`config.mk`:
```
export PLATFORM = sky130hd
export DESIGN_NAME = uart_pin_mux
export DESIGN_NICKNAME = d
export VERILOG_FILES = /design/src/design/uart_pin_mux_pkg.sv /design/src/design/gpio_pin_cell.sv /design/src/design/uart_pin_mux.sv
export SDC_FILE = /design/constraint.sdc
export NUM_CORES = 1
export LEC_CHECK = 0
export BUFFER_PORTS_ARGS = -buffer_cell sky130_fd_sc_hd__buf_2
export CORE_MARGIN = 2
export CORE_UTILIZATION = 53
export DETAILED_ROUTE_END_ITERATION = 16
export GPL_TIMING_DRIVEN = 0
export HOLD_SLACK_MARGIN = 0.12
export PLACE_DENSITY = 0.74
export SYNTH_ARGS = -nofsm -noshare
export SYNTH_HDL_FRONTEND = slang
export SYNTH_HIERARCHICAL = 1
export SYNTH_SLANG_ARGS = --single-unit
```
`constraint.sdc`:
```
create_clock -name SYS_CLK -period 1.8 [get_ports SYS_CLK]
set_clock_uncertainty 0.05 [all_clocks]
set_input_delay 0.36 -clock SYS_CLK [delete_from_list [all_inputs] [get_ports SYS_CLK]]
set_output_delay 0.36 -clock SYS_CLK [all_outputs]
set_load 0.02 [all_outputs]
```
`src/design/uart_pin_mux_pkg.sv`:
```
// Shared constants for the quad serial pin function multiplexer.
package uart_pin_mux_pkg;

  // Pin and channel counts.
  localparam int PINS = 16;
  localparam int CHANNELS = 4;

  // Register byte addresses on the APB bus.
  localparam logic [7:0] ADDR_GPIO_DIR = 8'h00;
  localparam logic [7:0] ADDR_GPIO_OD = 8'h04;
  localparam logic [7:0] ADDR_GPIO_DATA = 8'h08;
  localparam logic [7:0] ADDR_GPIO_LEVEL = 8'h0C;
  localparam logic [7:0] ADDR_GPIO_EVENT_SEL = 8'h10;
  localparam logic [7:0] ADDR_INT_STATUS = 8'h14;
  localparam logic [7:0] ADDR_INT_CLEAR = 8'h18;
  localparam logic [7:0] ADDR_INT_ENABLE = 8'h1C;
  localparam logic [7:0] ADDR_TX_SYNC_CONTROL = 8'h20;
  localparam logic [7:0] ADDR_TIMER_CONTROL_UPPER = 8'h24;
  localparam logic [7:0] ADDR_FLOW_STATUS = 8'h28;
  localparam logic [7:0] ADDR_CLOCK_SOURCE_SELECT0 = 8'h30;
  localparam logic [7:0] ADDR_LINE_CONTROL0 = 8'h40;
  localparam logic [7:0] ADDR_CHANNEL_STRIDE = 8'h04;

  // Field positions.
  localparam int OVERRIDE_BIT = 7;
  localparam int RTS_FORCE_BIT = 1;
  localparam int CTS_EVENT_LSB = 16;
  localparam int FLOW_RTS_LSB = 4;

  // Pins that take an override source.
  localparam logic [15:0] REF_CLOCK_PINS = 16'h1110;
  localparam logic [15:0] TIMER_PINS = 16'h2220;

  // Reset values.
  localparam logic [15:0] RESET_GPIO = 16'h0000;
  localparam logic [7:0] RESET_BYTE = 8'h00;
  localparam logic [19:0] RESET_INT = 20'h0_0000;

  // Reference clock output: one half period in nanoseconds and in cycles.
  localparam int SYS_CLK_PERIOD_NS = 20;
  localparam int REF_HALF_PERIOD_NS = 40;
  localparam int REF_HALF_CYCLES = (REF_HALF_PERIOD_NS + SYS_CLK_PERIOD_NS - 1)
      / SYS_CLK_PERIOD_NS;
  localparam logic [7:0] REF_HALF_LAST = 8'(REF_HALF_CYCLES - 1);

endpackage

```
`src/design/gpio_pin_cell.sv`:
```
// One general-purpose pin: input synchroniser, drive style, override and event detect.
`timescale 1ns/10ps
module gpio_pin_cell (
  input wire logic clk,
  input wire logic rst_n,
  input wire logic pin_in,
  input wire logic dir_out,
  input wire logic open_drain,
  input wire logic data_out,
  input wire logic event_sel,
  input wire logic override_en,
  input wire logic override_val,
  output logic level,
  output logic pin_event,
  output logic pin_out,
  output logic pin_oe
);

  logic sync_first; // First stage, read only by the second stage.
  logic level_prev; // Last synchronised level, for edge detection.

  // Two-stage synchroniser on the pin level.
  always_ff @(posedge clk or negedge rst_n) begin
    if (!rst_n) begin
      sync_first <= 1'b0;
      level <= 1'b0;
      level_prev <= 1'b0;
    end else begin
      sync_first <= pin_in;
      level <= sync_first;
      level_prev <= level;
    end
  end

  // Any edge on an input pin in event mode is one event.
  assign pin_event = !dir_out && event_sel && (level != level_prev);

  // Pin drivers come from flops so the pad never sees a glitch.
  always_ff @(posedge clk or negedge rst_n) begin
    if (!rst_n) begin
      pin_out <= 1'b0;
      pin_oe <= 1'b0;
    end else if (override_en) begin
      // Override sources always drive push-pull.
      pin_out <= override_val;
      pin_oe <= 1'b1;
    end else if (!dir_out) begin
      // Input or event source: pad released.
      pin_out <= 1'b0;
      pin_oe <= 1'b0;
    end else if (open_drain) begin
      // Open drain pulls low only; high is left to the pull-up.
      pin_out <= 1'b0;
      pin_oe <= !data_out;
    end else begin
      // Push-pull drives both levels.
      pin_out <= data_out;
      pin_oe <= 1'b1;
    end
  end

endmodule // gpio_pin_cell

```
`src/design/uart_pin_mux.sv`:
```
// Pin function multiplexer for the transceiver side of a four channel UART.
//
// Added by the designer: the address map and the APB register port.
`timescale 1ns/10ps

// Contract
// - GPIO pins are input, push-pull or open-drain
// - GPIO pins may raise event interrupts
// - Sync control bit 7 puts reference clock out
// - Upper timer bit 7 puts timer out
// - Line control bit sets request-to-send level
// - Clock source bit 7 puts clock on RTS
// - Clear-to-send input is flow status from peer
// - Each channel has own transmit and receive pin
module uart_pin_mux (
  input wire logic SYS_CLK,
  input wire logic RESETN,
  input wire logic PSEL,
  input wire logic PENABLE,
  input wire logic PWRITE,
  input wire logic [7:0] PADDR,
  input wire logic [31:0] PWDATA,
  output logic [31:0] PRDATA,
  output logic PREADY,
  output logic PSLVERR,
  output logic IRQ,
  input wire logic [15:0] GPIO_IN,
  output logic [15:0] GPIO_OUT,
  output logic [15:0] GPIO_OE,
  input wire logic TIMER_OUT,
  input wire logic [3:0] UART_CLK_OUT,
  input wire logic [3:0] UART_TXD,
  output logic [3:0] UART_RXD,
  output logic [3:0] UART_CTS_N,
  output logic [3:0] SERIAL_OUT,
  input wire logic [3:0] SERIAL_IN,
  output logic [3:0] RTS_N,
  input wire logic [3:0] CTS_N
);

  // Software-owned configuration.
  logic [15:0] gpio_dir; // One means output.
  logic [15:0] gpio_od; // One means open drain when output.
  logic [15:0] gpio_data; // Output value per pin.
  logic [15:0] gpio_event_sel; // One makes an input pin an event source.
  logic [7:0] tx_sync_control; // Bit 7 routes the reference clock.
  logic [7:0] timer_control_upper; // Bit 7 routes the timer output.
  logic [7:0] clock_source_select [4]; // Bit 7 routes a clock to RTS.
  logic [7:0] line_control [4]; // Carries the RTS force bit.
  logic [19:0] int_status; // Sticky event bits.
  logic [19:0] int_enable; // Mask onto the interrupt line.

  // Pin-side state.
  // Receive and clear-to-send stages reset to the idle line level.
  logic [15:0] gpio_level; // Synchronised pin levels.
  logic [15:0] gpio_event; // One-cycle pin event pulses.
  logic [3:0] rx_first; // First synchroniser stage for receive pins.
  logic [3:0] cts_first; // First synchroniser stage for clear-to-send.
  logic [3:0] cts_prev; // Previous synchronised clear-to-send level.
  logic [3:0] cts_event; // Clear-to-send change pulses.
  logic [19:0] events; // All event sources in status layout.

  // Reference clock divider; eight bits leave room for slower half periods.
  // The output is a plain data bit, so the block still runs on one clock only.
  logic [7:0] ref_count; // Cycles counted in the current half period.
  logic ref_tick; // One-cycle enable at the end of each half period.
  logic ref_clk; // Reference clock level handed to the override pins.

  // Bus decode.
  // The slave never stalls, so the write strobe needs no ready term.
  logic setup_phase; // First cycle of a transfer.
  logic wr_en; // Write in its access cycle.
  logic [31:0] next_rdata; // Read word for the current address.
  logic next_err; // Address matches no register.
  logic [15:0] override_en; // Pin taken by an override source.
  logic [15:0] override_val; // Level that the override source drives.

  // The bus answers in its first access cycle; read data are latched at setup.
  // Unmapped addresses still complete at once, with PSLVERR raised.
  assign setup_phase = PSEL && !PENABLE;
  assign wr_en = PSEL && PENABLE && PWRITE;
  assign PREADY = 1'b1;

  // Combinational read mux with a decode error for unmapped addresses.
  always_comb begin
    next_rdata = 32'h0000_0000;
    next_err = 1'b0;
    case (PADDR)
      uart_pin_mux_pkg::ADDR_GPIO_DIR: next_rdata[15:0] = gpio_dir;
      uart_pin_mux_pkg::ADDR_GPIO_OD: next_rdata[15:0] = gpio_od;
      uart_pin_mux_pkg::ADDR_GPIO_DATA: next_rdata[15:0] = gpio_data;
      uart_pin_mux_pkg::ADDR_GPIO_LEVEL: next_rdata[15:0] = gpio_level;
      uart_pin_mux_pkg::ADDR_GPIO_EVENT_SEL: next_rdata[15:0] = gpio_event_sel;
      uart_pin_mux_pkg::ADDR_INT_STATUS: next_rdata[19:0] = int_status;
      // The clear register is write-only and reads as zero.
      uart_pin_mux_pkg::ADDR_INT_CLEAR: next_rdata = 32'h0000_0000;
      uart_pin_mux_pkg::ADDR_INT_ENABLE: next_rdata[19:0] = int_enable;
      uart_pin_mux_pkg::ADDR_TX_SYNC_CONTROL: next_rdata[7:0] = tx_sync_control;
      uart_pin_mux_pkg::ADDR_TIMER_CONTROL_UPPER: next_rdata[7:0] = timer_control_upper;
      uart_pin_mux_pkg::ADDR_FLOW_STATUS: begin
        // Low nibble is clear-to-send, next nibble is the RTS pin level.
        next_rdata[3:0] = UART_CTS_N;
        next_rdata[uart_pin_mux_pkg::FLOW_RTS_LSB +: 4] = RTS_N;
      end
      default: begin
        // Per-channel registers sit at a fixed stride and are matched in a loop.
        // Anything left over is unmapped and answers with an error.
        next_err = 1'b1;
        for (int ch = 0; ch < uart_pin_mux_pkg::CHANNELS; ch++) begin
          if (PADDR == 8'(uart_pin_mux_pkg::ADDR_CLOCK_SOURCE_SELECT0
              + 8'(ch) * uart_pin_mux_pkg::ADDR_CHANNEL_STRIDE)) begin
            next_rdata[7:0] = clock_source_select[ch];
            next_err = 1'b0;
          end
          if (PADDR == 8'(uart_pin_mux_pkg::ADDR_LINE_CONTROL0
              + 8'(ch) * uart_pin_mux_pkg::ADDR_CHANNEL_STRIDE)) begin
            next_rdata[7:0] = line_control[ch];
            next_err = 1'b0;
          end
        end
      end
    endcase
  end

  // Read data and error are held in flops from the setup cycle.
  always_ff @(posedge SYS_CLK or negedge RESETN) begin
    if (!RESETN) begin
      PRDATA <= 32'h0000_0000;
      PSLVERR <= 1'b0;
    end else if (setup_phase) begin
      // Writes load zero so old read data never linger on the bus.
      PRDATA <= PWRITE ? 32'h0000_0000 : next_rdata;
      PSLVERR <= next_err;
    end
  end

  // GPIO configuration registers.
  always_ff @(posedge SYS_CLK or negedge RESETN) begin
    if (!RESETN) begin
      gpio_dir <= uart_pin_mux_pkg::RESET_GPIO;
      gpio_od <= uart_pin_mux_pkg::RESET_GPIO;
      gpio_data <= uart_pin_mux_pkg::RESET_GPIO;
      gpio_event_sel <= uart_pin_mux_pkg::RESET_GPIO;
    end else if (wr_en) begin
      // Direction and drive style reach the pins one cycle after the write.
      if (PADDR == uart_pin_mux_pkg::ADDR_GPIO_DIR) begin
        gpio_dir <= PWDATA[15:0];
      end
      if (PADDR == uart_pin_mux_pkg::ADDR_GPIO_OD) begin
        gpio_od <= PWDATA[15:0];
      end
      if (PADDR == uart_pin_mux_pkg::ADDR_GPIO_DATA) begin
        gpio_data <= PWDATA[15:0];
      end
      if (PADDR == uart_pin_mux_pkg::ADDR_GPIO_EVENT_SEL) begin
        gpio_event_sel <= PWDATA[15:0];
      end
    end
  end

  // Override control registers for the general pins.
  always_ff @(posedge SYS_CLK or negedge RESETN) begin
    if (!RESETN) begin
      tx_sync_control <= uart_pin_mux_pkg::RESET_BYTE;
      timer_control_upper <= uart_pin_mux_pkg::RESET_BYTE;
    end else if (wr_en) begin
      // Only bit 7 acts here; the other bits are stored for software.
      if (PADDR == uart_pin_mux_pkg::ADDR_TX_SYNC_CONTROL) begin
        tx_sync_control <= PWDATA[7:0];
      end
      if (PADDR == uart_pin_mux_pkg::ADDR_TIMER_CONTROL_UPPER) begin
        timer_control_upper <= PWDATA[7:0];
      end
    end
  end

  // Per-channel clock source and line control registers.
  always_ff @(posedge SYS_CLK or negedge RESETN) begin
    if (!RESETN) begin
      // Every channel starts with its flow pin under line control.
      for (int ch = 0; ch < uart_pin_mux_pkg::CHANNELS; ch++) begin
        clock_source_select[ch] <= uart_pin_mux_pkg::RESET_BYTE;
        line_control[ch] <= uart_pin_mux_pkg::RESET_BYTE;
      end
    end else if (wr_en) begin
      // Each channel decodes its own two addresses.
      for (int ch = 0; ch < uart_pin_mux_pkg::CHANNELS; ch++) begin
        if (PADDR == 8'(uart_pin_mux_pkg::ADDR_CLOCK_SOURCE_SELECT0
            + 8'(ch) * uart_pin_mux_pkg::ADDR_CHANNEL_STRIDE)) begin
          clock_source_select[ch] <= PWDATA[7:0];
        end
        if (PADDR == 8'(uart_pin_mux_pkg::ADDR_LINE_CONTROL0
            + 8'(ch) * uart_pin_mux_pkg::ADDR_CHANNEL_STRIDE)) begin
          line_control[ch] <= PWDATA[7:0];
        end
      end
    end
  end

  // Enable pulse from the divider: high for one cycle per half period.
  assign ref_tick = (ref_count == uart_pin_mux_pkg::REF_HALF_LAST);

  // Reference clock made by toggling on the enable pulse.
  // It runs from reset, so a pin switched to it may start with a short first phase.
  always_ff @(posedge SYS_CLK or negedge RESETN) begin
    if (!RESETN) begin
      ref_count <= 8'h00;
      ref_clk <= 1'b0;
    end else if (ref_tick) begin
      // Wrap the count and flip the output level.
      ref_count <= 8'h00;
      ref_clk <= !ref_clk;
    end else begin
      ref_count <= ref_count + 8'h01;
    end
  end

  // Override selection per pin; a clear bit hands the pin back to GPIO.
  // The reference clock is tested first; the two pin masks do not overlap.
  always_comb begin
    for (int p = 0; p < uart_pin_mux_pkg::PINS; p++) begin
      override_en[p] = 1'b0;
      override_val[p] = 1'b0;
      if (uart_pin_mux_pkg::REF_CLOCK_PINS[p]
          && tx_sync_control[uart_pin_mux_pkg::OVERRIDE_BIT]) begin
        override_en[p] = 1'b1;
        override_val[p] = ref_clk;
      end else if (uart_pin_mux_pkg::TIMER_PINS[p]
          && timer_control_upper[uart_pin_mux_pkg::OVERRIDE_BIT]) begin
        override_en[p] = 1'b1;
        override_val[p] = TIMER_OUT;
      end
    end
  end

  // One cell per general pin.
  // Each cell has its own synchroniser and edge detector, so pins stay independent.
  for (genvar p = 0; p < uart_pin_mux_pkg::PINS; p++) begin : g_pin
    gpio_pin_cell u_cell (
      .clk(SYS_CLK),
      .rst_n(RESETN),
      .pin_in(GPIO_IN[p]),
      .dir_out(gpio_dir[p]),
      .open_drain(gpio_od[p]),
      .data_out(gpio_data[p]),
      .event_sel(gpio_event_sel[p]),
      .override_en(override_en[p]),
      .override_val(override_val[p]),
      .level(gpio_level[p]),
      .pin_event(gpio_event[p]),
      .pin_out(GPIO_OUT[p]),
      .pin_oe(GPIO_OE[p])
    );
  end

  // Receive and clear-to-send pins come from the line, so they are synchronised.
  // The stages reset to the idle high level, so no false change follows reset.
  // Only the second stage is read by other logic.
  always_ff @(posedge SYS_CLK or negedge RESETN) begin
    if (!RESETN) begin
      rx_first <= 4'hF;
      UART_RXD <= 4'hF;
      cts_first <= 4'hF;
      UART_CTS_N <= 4'hF;
      cts_prev <= 4'hF;
    end else begin
      rx_first <= SERIAL_IN;
      UART_RXD <= rx_first;
      cts_first <= CTS_N;
      UART_CTS_N <= cts_first;
      cts_prev <= UART_CTS_N;
    end
  end

  // A change of clear-to-send is reported as an event.
  assign cts_event = UART_CTS_N ^ cts_prev;

  // Transmit data go straight out through a retiming flop.
  // The flop costs one cycle of latency but keeps the pad free of logic glitches.
  always_ff @(posedge SYS_CLK or negedge RESETN) begin
    if (!RESETN) begin
      SERIAL_OUT <= 4'hF;
    end else begin
      SERIAL_OUT <= UART_TXD;
    end
  end

  // Request-to-send: forced level, or the channel clock when selected.
  // Both sources pass the same flop, so a source switch cannot glitch the pin.
  // A clock on the pin is therefore one cycle behind the channel's divider.
  always_ff @(posedge SYS_CLK or negedge RESETN) begin
    if (!RESETN) begin
      RTS_N <= 4'hF;
    end else begin
      for (int ch = 0; ch < uart_pin_mux_pkg::CHANNELS; ch++) begin
        if (clock_source_select[ch][uart_pin_mux_pkg::OVERRIDE_BIT]) begin
          RTS_N[ch] <= UART_CLK_OUT[ch];
        end else begin
          // Force bit one asserts the pin, which is active low.
          RTS_N[ch] <= !line_control[ch][uart_pin_mux_pkg::RTS_FORCE_BIT];
        end
      end
    end
  end

  // Pin events fill the low 16 bits of the status word, flow changes sit above.
  assign events[15:0] = gpio_event;
  assign events[uart_pin_mux_pkg::CTS_EVENT_LSB +: 4] = cts_event;

  // Sticky status; a new event in the clear cycle wins so none is lost.
  always_ff @(posedge SYS_CLK or negedge RESETN) begin
    if (!RESETN) begin
      int_status <= uart_pin_mux_pkg::RESET_INT;
    end else if (wr_en && PADDR == uart_pin_mux_pkg::ADDR_INT_CLEAR) begin
      // Write one to clear; bits written as zero are left alone.
      int_status <= (int_status & ~PWDATA[19:0]) | events;
    end else begin
      // Without a clear, status only collects new events.
      int_status <= int_status | events;
    end
  end

  // Interrupt enable register.
  // Masking stops only the line; status keeps collecting while masked.
  always_ff @(posedge SYS_CLK or negedge RESETN) begin
    if (!RESETN) begin
      int_enable <= uart_pin_mux_pkg::RESET_INT;
    end else if (wr_en && PADDR == uart_pin_mux_pkg::ADDR_INT_ENABLE) begin
      int_enable <= PWDATA[19:0];
    end
  end

  // Level interrupt, registered so it cannot glitch.
  // The registered line lags the status bits by one cycle.
  always_ff @(posedge SYS_CLK or negedge RESETN) begin
    if (!RESETN) begin
      IRQ <= 1'b0;
    end else begin
      IRQ <= |(int_status & int_enable);
    end
  end

endmodule // uart_pin_mux

```
==> results of run 1 <==
## metrics by stage
stage,util (%),power [mW]
CTS,67.66,16.45
global route,69.24,16.98
detailed placement,59.87,9.020
finish,69.25,16.47
floorplan,-,8.409
global placement,59.57,8.978
## worst paths after layout
check / startpoint / end / slack [ns] / depth (start not counted)
min reg2reg: g_pin[6].u_cell/sync_first$_DFF_PN0_ / g_pin[6].u_cell/level$_DFF_PN0_ / 0.30 / 0
max: PADDR[3] / PRDATA[3]$_DFFE_PN0P_ / -0.08 / 8
min in group asynchronous: RESETN / g_pin[8].u_cell/sync_first$_DFF_PN0_ / 0.41 / 2
min: PWDATA[2] / int_status[2]$_DFF_PN0_ / 0.15 / 3
max reg2reg: int_status[3]$_DFF_PN0_ / PRDATA[3]$_DFFE_PN0P_ / 0 / 5
max in group asynchronous: RESETN / line_control[29]$_DFFE_PN0P_ / 0.25 / 3
## cells in the mapped netlist (all sizes together), types with 6 or more instances
cell type  number
xor2            7
o22ai          10
clkbuf         31
a221oi          6
a21o           39
o21ai          32
mux4            6
nand2         119
mux2i          13
nor2           19
a21oi          14
nor3b          18
and3            9
nand3          23
a22oi          35
a32o            7
buf            42
dfrtp         295
xnor2          20
or4b            6
mux2          178
nor3           13
o31ai          17
a22o           14
o22a            8
dfstp          28
o221ai          9
## state kept, by name (all words and copies together), names as in the netlist, 16 cells and up
register / count
clock_source_select: 32
line_control: 32
PRDATA: 20
int_enable: 20
int_status: 20
g_pin.u_cell/level: 16
g_pin.u_cell/level_prev: 16
g_pin.u_cell/pin_oe: 16
g_pin.u_cell/pin_out: 16
g_pin.u_cell/sync_first: 16
gpio_data: 16
gpio_dir: 16
gpio_event_sel: 16
gpio_od: 16
## routing by layer
layer | GRT usage (%) | vias up
li1 | - | 4645
met4 | 13.53 | 0
met2 | 45.45 | 612
met3 | 6.347 | 137
met5 | 0 | -
met1 | 41.41 | 5394
## cell usage in the layout (no fill, tap or decap), drive strengths merged, types with 7 or more instances in the layout
| master | count |
|---|---|
| o31ai | 17 |
| mux2 | 178 |
| clkbuf | 82 |
| a21oi | 14 |
| dfstp | 28 |
| conb | 53 |
| and3 | 9 |
| dlygate4sd3 | 45 |
| xnor2 | 20 |
| nand2 | 119 |
| buf | 221 |
| xor2 | 7 |
| dfrtp | 295 |
| o22ai | 10 |
| o22a | 8 |
| a22oi | 35 |
| nor3 | 13 |
| a22o | 14 |
| clkinv | 9 |
| a21o | 39 |
| nor2 | 19 |
| o21ai | 32 |
| nor3b | 18 |
| nand3 | 23 |
| a32o | 7 |
| mux2i | 13 |
| o221ai | 9 |
## what timing repair did
item / CTS / global route
hold buffers: 45 / 0
hold endpoints to repair: 186 / 0
setup endpoints to repair: 168 / 225
pin swaps: 11 / 11
buffers inserted: 20 / 19
gates resized for setup: 63 / 59
gates cloned: 0 / 3
## layout make-up
class                   instances  area [sq um]
fillers                      1859          8195
clock inverters                14         130.1
clock buffers                  52          1061
flip-flops and latches        323          8120
repair buffers                224          1658
well taps                     341         426.7
multi-input cells             756          6431
plain buffers                  72         618.1
inverters                       2         7.507
diodes                          1         2.502
## report_power, final
| part | total, mW | leakage [nW] | internal [mW] | switching, mW |
|---|---|---|---|---|
| logic | 1.41 | 3.98 | 0.585 | 0.822 |
| registers | 7.73 | 4.22 | 7.53 | 0.205 |
| clock network | 7.33 | 0.598 | 4.29 | 3.04 |
## logic make-up after synthesis
| logic type | after synthesis |
|---|---|
| compound gates | 224 |
| fa+ha+maj | 2 |
| xor+xnor | 27 |
| simple gates | 253 |
| buf+inv | 75 |
| mux | 197 |
| other cells | 2 |
| flops | 323 |
## critical path: cells and delay by family
kind | cells | cell delay (ns)
compound gates | 3 | 0.73
buf+inv | 4 | 0.94
simple gates | 1 | 0.19
==> metrics.log, run 1 <==
INFO  metric violated_checks = negative setup slack
INFO  metric place_inst = ~1,600
INFO  metric layout-drive-gt1-share = 42.97%
INFO  metric drc = 0
INFO  metric run_status = complete, but fails checks
INFO  metric place_congestion = between 0.9 and 1
INFO  metric synth.area.top_cells = dfrtp_1 52%, mux2_2 14%, dfstp_2 5.2%
INFO  metric groute.usage.overall = 29.80%
INFO  metric wl_per_cell = roughly 24 um
INFO  metric synthesis.area_per_instance = approximately 13 sq um
INFO  metric crit_path_frequent_cell = buf_2
INFO  metric initial_core_util = around 53%
INFO  metric worst-path-max-fanout = 10
INFO  metric main_combinational_cell_family_by_area_after_synthesis = multiplexers
INFO  metric fin_hold_ws = between 0.1 and 0.15 ns
INFO  metric synth.largest_area_cell = dfrtp_1
INFO  metric cp_cell_sequence = buf_2, clkbuf_4, buf_6, nand2_2, buf_2, o22ai_1, o221ai_1, a32o_1
INFO  metric fin_setup_tns = -0.3029 ns
INFO  metric drtPass1Iterations = 7
INFO  metric ir_drop = around 750 uV
INFO  metric postSynthRegisterBits = between 300 and 400
INFO  metric powerDensity = 892.6 mW/mm^2
INFO  metric cts-buffers-inserted = 36
INFO  metric timing.final.hold_violations = 0
INFO  metric timing_worst_slew_pin_value = 0.8545 ns
INFO  metric netlist.area_leader.share = around 52%
INFO  metric syn_inst = between 1,000 and 1,500
INFO  metric crit_path_end_kind = flip-flop
INFO  metric place_hpwl = between 20,000 and 30,000 um
INFO  metric row_count = 60
INFO  metric drv_slew = 0
INFO  metric antenna_violations_before_repair = 0
INFO  metric holdCritPathClass = input pin to flip-flop
INFO  metric cts_tree = yes
INFO  metric post-route-period-util = 104.6%
INFO  metric p_leak = 8.798 nW
INFO  metric final_antenna_net_count = 0
INFO  metric clk_path_buf_depth = 3
INFO  metric synth_enable_flop_cells = 0
INFO  metric synth_fa_ha_area_share = 0.1755%
INFO  metric cts.sinks = 323
INFO  metric slowest_delay = a little over 0.3 ns
INFO  metric yosysWarnings = 6
INFO  metric dr.max_layer_used = met4
INFO  metric unrepaired_setup_endpoints_after_global_routing = true
INFO  metric place_area = around 0.016 sq mm
INFO  metric timing.slew.headroom = a little over two fifths
INFO  metric fin_ws = -0.08300 ns
INFO  metric fmax = 531.1 MHz
INFO  metric grt_pass1_wl = around 64,000 um
INFO  metric cp_data_required_time = between 2 and 2.5 ns
INFO  metric wl_met2 = 18,970 um
INFO  metric globalRoute.totalOverflow = 0
INFO  metric detail_route.iter0.violations = 959
INFO  metric synth-simple-area-share = about a tenth
INFO  metric dp_slack = -1.250 ns
INFO  metric synth-async-reset-ratio = 100.0%
INFO  metric clk-insertion-delay-late = around 0.53 ns
INFO  metric grt_start_max_net_pins = between 100 and 150
INFO  metric startpoint_type = input pin
INFO  metric finalWirelength = ~42,000 um
INFO  metric placeableCoreArea = ~0.027 sq mm
INFO  metric synth-compound-area-share = around 12%
INFO  metric instances_no_fill = ~1,800
INFO  metric synth-xor-area-share = around 1.7%
INFO  metric finish.net_count = about 1,500
INFO  metric yosys_cell_types = 73
INFO  metric cts_root_buffer = clkbuf_16
INFO  metric dieArea = around 0.028 sq mm
INFO  metric cts.htree.levels = 2
INFO  metric drv.max_cap_violation_count = 0
INFO  metric yosys-mux-area-fraction = between 10% and 20%
INFO  metric met1_length = 17,260 um
INFO  metric critPathKind = input pin to flip-flop
INFO  metric ys_dominant_reg_cell = dfrtp_1
INFO  metric vias_in_the_first_global_route = 10,832
INFO  metric synth.yosys.seq_area_share = 56.94%
INFO  metric detail_route.vias_per_cell = between 6 and 7
INFO  metric die_x = about 170 um
INFO  metric crit_arrival = 2.24 ns
INFO  metric vias = 10,788
INFO  metric portBuffers = 134
INFO  metric final_area = about 0.018 sq mm
INFO  metric wl_met3 = 4190 um
INFO  metric boundaryPins = 161
INFO  metric layout-area-overhead-vs-synth = 29.45%
INFO  metric syn_area = ~0.014 sq mm
INFO  metric crit_path_top_delay_cell = a32o_1
INFO  metric setup_violations_final = 6
INFO  metric dieHeight = roughly 170 um
INFO  metric cts_clk_pin_slew_worst_paths = approximately 0.06 ns
INFO  metric min_period = approximately 1.9 ns
(Power assumes the default switching activity.)
==> run 2, diff against run 1 <==
- ABC_AREA: default -> 1
==> metrics.log, run 2 <==
INFO  metric timing.slew.headroom = 52.97%
INFO  metric vias = approximately 12,000
INFO  metric synth_fa_ha_area_share = less than 1%
INFO  metric largest_registers = clock_source_select (32), line_control (32)
INFO  metric portBuffers = about 140
INFO  metric globalRoute.totalOverflow = 0
INFO  metric synth_enable_flop_cells = 0
INFO  metric holdCritPathClass = input pin to flip-flop
INFO  metric p_leak = roughly 8.9 nW
INFO  metric run_status = finished, final reports clean
INFO  metric fmax = 559.6 MHz
INFO  metric synth-simple-area-share = between 20% and 30%
INFO  metric drv.max_cap_violation_count = 0
INFO  metric synth-async-reset-ratio = 100.0%
INFO  metric antenna_violations_before_repair = 0
INFO  metric detail_route.iter0.violations = approximately 1,200
INFO  metric wl_met3 = between 2000 and 3000 um
INFO  metric netlist.area_leader.share = between 50% and 60%
INFO  metric boundaryPins = around 160
INFO  metric wl_per_cell = ~17 um
INFO  metric postSynthRegisterBits = between 300 and 400
INFO  metric synth_most_common_cell = nand2_1
INFO  metric startpoint_type = input pin
INFO  metric synth.top_cells.by_count = 527 x nand2_1, 295 x dfrtp_1, 165 x inv_1, 148 x o21ai_0, 138 x nor2_1
INFO  metric syn_inst = 1,677
INFO  metric postCtsSetupRepairBufs = 0
INFO  metric main_combinational_cell_family_by_area_after_synthesis = simple AND/OR/NAND/NOR gates
INFO  metric crit_path_end_kind = flip-flop
INFO  metric row_count = 60
INFO  metric antenna_cells_inserted = 0
INFO  metric place_hpwl = about 27,000 um
INFO  metric wl_met2 = between 15,000 and 20,000 um
INFO  metric min_period = 1.787 ns
INFO  metric cts_tree = yes
INFO  metric setup_violations_final = 0
INFO  metric finish.net_count = 2,020
INFO  metric timing_worst_slew_pin_value = a little over 0.7 ns
INFO  metric syn_area = about 0.014 sq mm
INFO  metric layout-area-overhead-vs-synth = 19.98%
INFO  metric worst-path-max-fanout = 9
INFO  metric vias_in_the_first_global_route = 11,804
INFO  metric powerDensity = between 900 and 1000 mW/mm^2
INFO  metric die_x = around 170 um
INFO  metric synth.yosys.seq_area_share = 56.72%
INFO  metric clk-insertion-delay-late = ~0.52 ns
INFO  metric final_antenna_net_count = 0
INFO  metric grt_pass1_wl = about 62,000 um
INFO  metric comb_pwr_share = 6.1%
INFO  metric ir_drop = 737.6 uV
INFO  metric ys_dominant_reg_cell = dfrtp_1
INFO  metric power_switching = roughly 3.6 mW
INFO  metric cts.htree.levels = 2
INFO  metric power_switching_share = 23.01%
INFO  metric layout.cells.most_common = nand2_1
INFO  metric cts-buffers-inserted = 36
INFO  metric groute.usage.overall = approximately 28%
INFO  metric dr.max_layer_used = met4
INFO  metric met1_length = approximately 16,000 um
INFO  metric timing.final.hold_violations = 0
INFO  metric initial_core_util = a little over half
INFO  metric synth-compound-area-share = under 10%
INFO  metric synth.area.top_cells = dfrtp_1 52%, nand2_1 14%, o21ai_0 5.2%
INFO  metric post-route-period-util = just under 100%
INFO  metric detail_route.vias_per_cell = roughly 5.2
INFO  metric grt_start_max_net_pins = approximately 120
INFO  metric seq_power_share = 48.7%
INFO  metric dieArea = roughly 0.028 sq mm
INFO  metric yosysWarnings = 6
INFO  metric power_report.internal_total = between 10 and 15 mW
INFO  metric postLayoutCoreUtil = ~64%
INFO  metric synth-xor-area-share = less than 1%
INFO  metric cp_data_required_time = about 2.2 ns
INFO  metric yosys-mux-area-fraction = 0%
INFO  metric critPathKind = input pin to flip-flop
INFO  metric fin_setup_tns = 0 ns
INFO  metric placeableCoreArea = between 0.02 and 0.03 sq mm
INFO  metric dieHeight = about 170 um
INFO  metric clk_path_buf_depth = 3
INFO  metric drc = 0
INFO  metric cts.sinks = 323
INFO  metric unrepaired_setup_endpoints_after_global_routing = false
INFO  metric drv_slew = 0
INFO  metric drtPass1Iterations = 7
INFO  metric cts_clk_pin_slew_worst_paths = around 0.06 ns
INFO  metric synthesis.area_per_instance = roughly 8.5 sq um
INFO  metric clock_power_share = a little under half
INFO  metric cts_root_buffer = clkbuf_16
INFO  metric yosys_cell_types = 40
INFO  metric synth.largest_area_cell = dfrtp_1
INFO  metric most-common-layout-cells = 527 x nand2_1, 295 x dfrtp_1, 165 x inv_1, 149 x buf_2, 148 x o21ai_0
INFO  metric place_congestion = 0.9150
INFO  metric crit_arrival = approximately 2.2 ns
INFO  metric layout-drive-gt1-share = 17.02%
INFO  metric finalWirelength = 38,440 um
run 2: cell types whose count changed after synthesis, sizes merged, moves of 18 or more:
| cell | before | now |
|---|---|---|
| inv | 2 | 173 |
| mux2 | 178 | 0 |
| a21o | 39 | 16 |
| nand2 | 119 | 542 |
| nand3 | 23 | 118 |
| nor2 | 19 | 167 |
| o21ai | 32 | 176 |
| a22oi | 35 | 0 |
| nor3b | 18 | 0 |
run 2: cell type report:
cell class              instances  area (sq um)
fillers                      2287          9555
clock inverters                10         106.4
flip-flops and latches        323          8118
plain buffers                  75         432.9
clock buffers                  50          1015
well taps                     341         426.7
inverters                     174         653.1
multi-input cells            1156          5308
repair buffers                174          1111
run 2: metal layers:
metal	up-vias	GRT usage, %
li1	5741	-
met1	5741	38.28
met2	468	45.64
met3	78	4.231
met4	0	10.46
met5	-	0
run 2: logic make-up after synthesis:
logic type / after synthesis
and+or+nand+nor: 859
DFF: 323
buffers and inverters: 249
AOI/OAI and AO/OA: 234
xor gates and xnor gates: 8
adders and majority gates: 2
other: 2
run 2: worst paths after layout:
check                                                           from                          endpoint  slack [ns]  depth (start not counted)
worst max-delay path                                        PADDR[1]             PRDATA[8]$_DFFE_PN0P_        0.01                          8
min in group asynchronous                                     RESETN  g_pin[12].u_cell/level$_DFF_PN0_        0.42                          2
worst min register to register  g_pin[3].u_cell/sync_first$_DFF_PN0_   g_pin[3].u_cell/level$_DFF_PN0_        0.30                          0
max in group asynchronous                                     RESETN   g_pin[5].u_cell/level$_DFF_PN0_        0.24                          3
worst max register to register                ref_count[1]$_DFF_PN0_               ref_clk$_DFFE_PN0N_        0.31                          5
worst min-delay path                                      PWDATA[12]          gpio_dir[12]$_DFFE_PN0P_        0.15                          3
run 2: metrics by stage:
step	area, sq um	worst slack [ns]	power (mW)	instances	hold slack [ns]
4_1_cts	17160	0.05586	15.69	2303	0.1409
5_1_grt	17170	0.01993	16.11	2303	0.1555
2_1_floorplan	14500	0.2738	8.134	1728	0.01441
3_5_place_dp	15670	-0.4801	8.595	2206	0.2847
3_3_place_gp	15610	-5.701	8.558	2204	0.2847
6_report	17170	0.01297	15.58	2303	0.1459
run 2: worst max-delay path, cell delays in order:
cell and delay, ns:
buf_2 0.11, nor2_2 0.25, nand3_1 0.21, nor2_4 0.36, nor2_2 0.15, a41oi_4 0.37, nand2_1 0.25, nand2_1 0.12
run 2: power by group through the flow:
stage | registers [mW] | logic [mW] | clock network, mW
after floorplan | 7.76 | 0.375 | 0
after global placement | 7.71 | 0.846 | 0
after detailed placement | 7.72 | 0.879 | 0
after CTS | 7.59 | 0.944 | 7.16
after global routing | 7.61 | 1.05 | 7.46
final | 7.59 | 0.943 | 7.04
run 2: repair_timing:
| item | 4_1_cts | 5_1_grt |
|---|---|---|
| hold endpoints to repair | 104 | 0 |
| hold buffers | 37 | 0 |
| setup endpoints to repair | 0 | 30 |
| resized for setup | 0 | 14 |
==> run 3, diff against run 2 <==
- RECOVER_POWER: default -> 25
==> metrics.log, run 3 (same netlist as run 2, synthesis figures left out) <==
INFO  metric clock_power_share = roughly 45%
INFO  metric drc = 0
INFO  metric cp-startpoint = PADDR[1]
INFO  metric globalRoute.totalOverflow = 0
INFO  metric critPathKind = input pin to flip-flop
INFO  metric clk_path_buf_depth = 3
INFO  metric run_status = finished, final reports clean
INFO  metric drtPass1Iterations = 5
INFO  metric detail_route.vias_per_cell = between 5 and 6
INFO  metric p_leak = 8.911 nW
INFO  metric initial_core_util = 53.55%
INFO  metric power_switching = roughly 3.6 mW
INFO  metric finalWirelength = just under 40,000 um
INFO  metric postCtsSetupRepairBufs = 0
INFO  metric comb_pwr_share = 6.1%
INFO  metric timing.rr.end = ref_clk$_DFFE_PN0N_
INFO  metric dieArea = between 0.02 and 0.03 sq mm
INFO  metric cp-endpoint = PRDATA[8]$_DFFE_PN0P_
INFO  metric vias = 12,035
INFO  metric postLayoutCoreUtil = between 60% and 70%
INFO  metric antenna_violations_before_repair = 0
INFO  metric dieHeight = approximately 170 um
INFO  metric clk-insertion-delay-late = 0.52 ns
INFO  metric drv_slew = 0
INFO  metric report.power.total = ~16 mW
INFO  metric placeableCoreArea = approximately 0.027 sq mm
INFO  metric worst-path-max-fanout = 9
INFO  metric final_antenna_net_count = 0
INFO  metric die_x = between 150 and 200 um
INFO  metric vias_in_the_first_global_route = about 12,000
INFO  metric most-common-layout-cells = 527 x nand2_1, 295 x dfrtp_1, 165 x inv_1, 149 x buf_2, 148 x o21ai_0
INFO  metric drv.max_cap_violation_count = 0
INFO  metric boundaryPins = roughly 160
INFO  metric groute.usage.overall = 27.99%
INFO  metric row_count = 60
INFO  metric post-route-period-util = between 90 and 100%
INFO  metric cts-buffers-inserted = 36
INFO  metric dp_slack = -0.4801 ns
INFO  metric detail_route.iter0.violations = 1,195
INFO  metric cts.sinks = 323
INFO  metric place_area = 0.01567 sq mm
INFO  metric place_hpwl = about 27,000 um
INFO  metric layout-area-overhead-vs-synth = 19.98%
INFO  metric timing_worst_slew_pin_value = slightly above 0.7 ns
INFO  metric worst-r2r-cell-count = 5
INFO  metric antenna_cells_inserted = 0
INFO  metric fmax = between 500 and 600 MHz
INFO  metric min_period = 1.787 ns
INFO  metric seq_power_share = 48.7%
INFO  metric power_switching_share = 23.01%
INFO  metric wl_per_cell = 16.69 um
INFO  metric cp_data_required_time = 2.19 ns
INFO  metric final_area = roughly 0.017 sq mm
INFO  metric crit_path_end_kind = flip-flop
INFO  metric cts_clk_pin_slew_worst_paths = roughly 0.06 ns
INFO  metric grt_pass1_wl = 62,070 um
INFO  metric power_report.internal_total = 11.99 mW
INFO  metric cts_root_buffer = clkbuf_16
INFO  metric fin_hold_ws = 0.1467 ns
INFO  metric largest_registers = clock_source_select (32), line_control (32)
INFO  metric unrepaired_setup_endpoints_after_global_routing = false
INFO  metric crit_arrival = around 2.2 ns
INFO  metric ir_drop = ~740 uV
INFO  metric r2r_slack = 0.31 ns
INFO  metric grt_start_max_net_pins = 117
INFO  metric portBuffers = ~140
INFO  metric layout-drive-gt1-share = roughly 17%
INFO  metric crit-reg2reg-launch = ref_count[1]$_DFF_PN0_
INFO  metric setup_violations_final = 0
INFO  metric place_congestion = 0.9150
INFO  metric timing.final.hold_violations = 0
INFO  metric timing.slew.headroom = between 50 and 60%
INFO  metric startpoint_type = input pin
INFO  metric cts_tree = yes
INFO  metric fin_ws = approximately 0.013 ns
INFO  metric cts.htree.levels = 2
INFO  metric holdCritPathClass = input pin to flip-flop
INFO  metric powerDensity = ~910 mW/mm^2
INFO  metric finish.net_count = ~2,000
INFO  metric layout.cells.most_common = nand2_1
[run 3: cell counts in the layout (fill, tap and decap cells not counted)]
No cell type changed its count.
[run 3: how the worst min path moves through the flow]
| stage | cells past startpoint | endpoint | startpoint | slack, ns |
|---|---|---|---|---|
| finish | 3 | gpio_dir[12]$_DFFE_PN0P_ | PWDATA[12] | 0.15 |
| global route | 3 | gpio_dir[13]$_DFFE_PN0P_ | PWDATA[13] | 0.16 |
| CTS | 3 | gpio_dir[13]$_DFFE_PN0P_ | PWDATA[13] | 0.14 |
| detailed placement | 0 | g_pin[14].u_cell/level$_DFF_PN0_ | g_pin[14].u_cell/sync_first$_DFF_PN0_ | 0.28 |
| global placement | 0 | g_pin[6].u_cell/level$_DFF_PN0_ | g_pin[6].u_cell/sync_first$_DFF_PN0_ | 0.28 |
| floorplan | 0 | IRQ$_DFF_PN0_ | RESETN | 0.01 |
[run 3: worst max-delay path: stages]
cell,delay (ns)
buf_2,0.11
nor2_2,0.25
nand3_1,0.21
nor2_4,0.36
nor2_2,0.15
a41oi_4,0.37
nand2_1,0.25
nand2_1,0.12
[run 3: power groups by stage]
stage	clock network (mW)	registers, mW	logic (mW)
floorplan	0	7.76	0.375
global placement	0	7.71	0.846
detailed placement	0	7.72	0.879
CTS	7.16	7.59	0.944
global route	7.46	7.61	1.05
finish	7.04	7.59	0.943
[run 3: cell type report]
class,instances,area [sq um]
Sequential cell,323,8118
Timing Repair Buffer,174,1111
Multi-Input combinational cell,1156,5308
Tap cell,341,426.7
Buffer,75,432.9
Clock buffer,50,1015
Inverter,174,653.1
Clock inverter,10,106.4
Fill cell,2287,9555
[run 3: stage by stage]
stage / TNS [ns] / std cells
floorplan: 0 / 1728
global placement: -1810.28 / 2204
detailed placement: -42.73 / 2206
CTS: 0 / 2303
global route: 0 / 2303
finish: 0 / 2303
[run 3: what timing repair did]
item | 4_1_cts | 5_1_grt
hold endpoints to repair | 104 | 0
endpoints found under the setup margin | 0 | 30
resized for setup | 0 | 14
hold buffers | 37 | 0
[run 3: routing by layer]
layer  share of wire, %  GRT usage, %
met1                 42         38.28
met2                 48         45.64
met3                7.2         4.231
met4                3.3         10.46
met5                  0             0
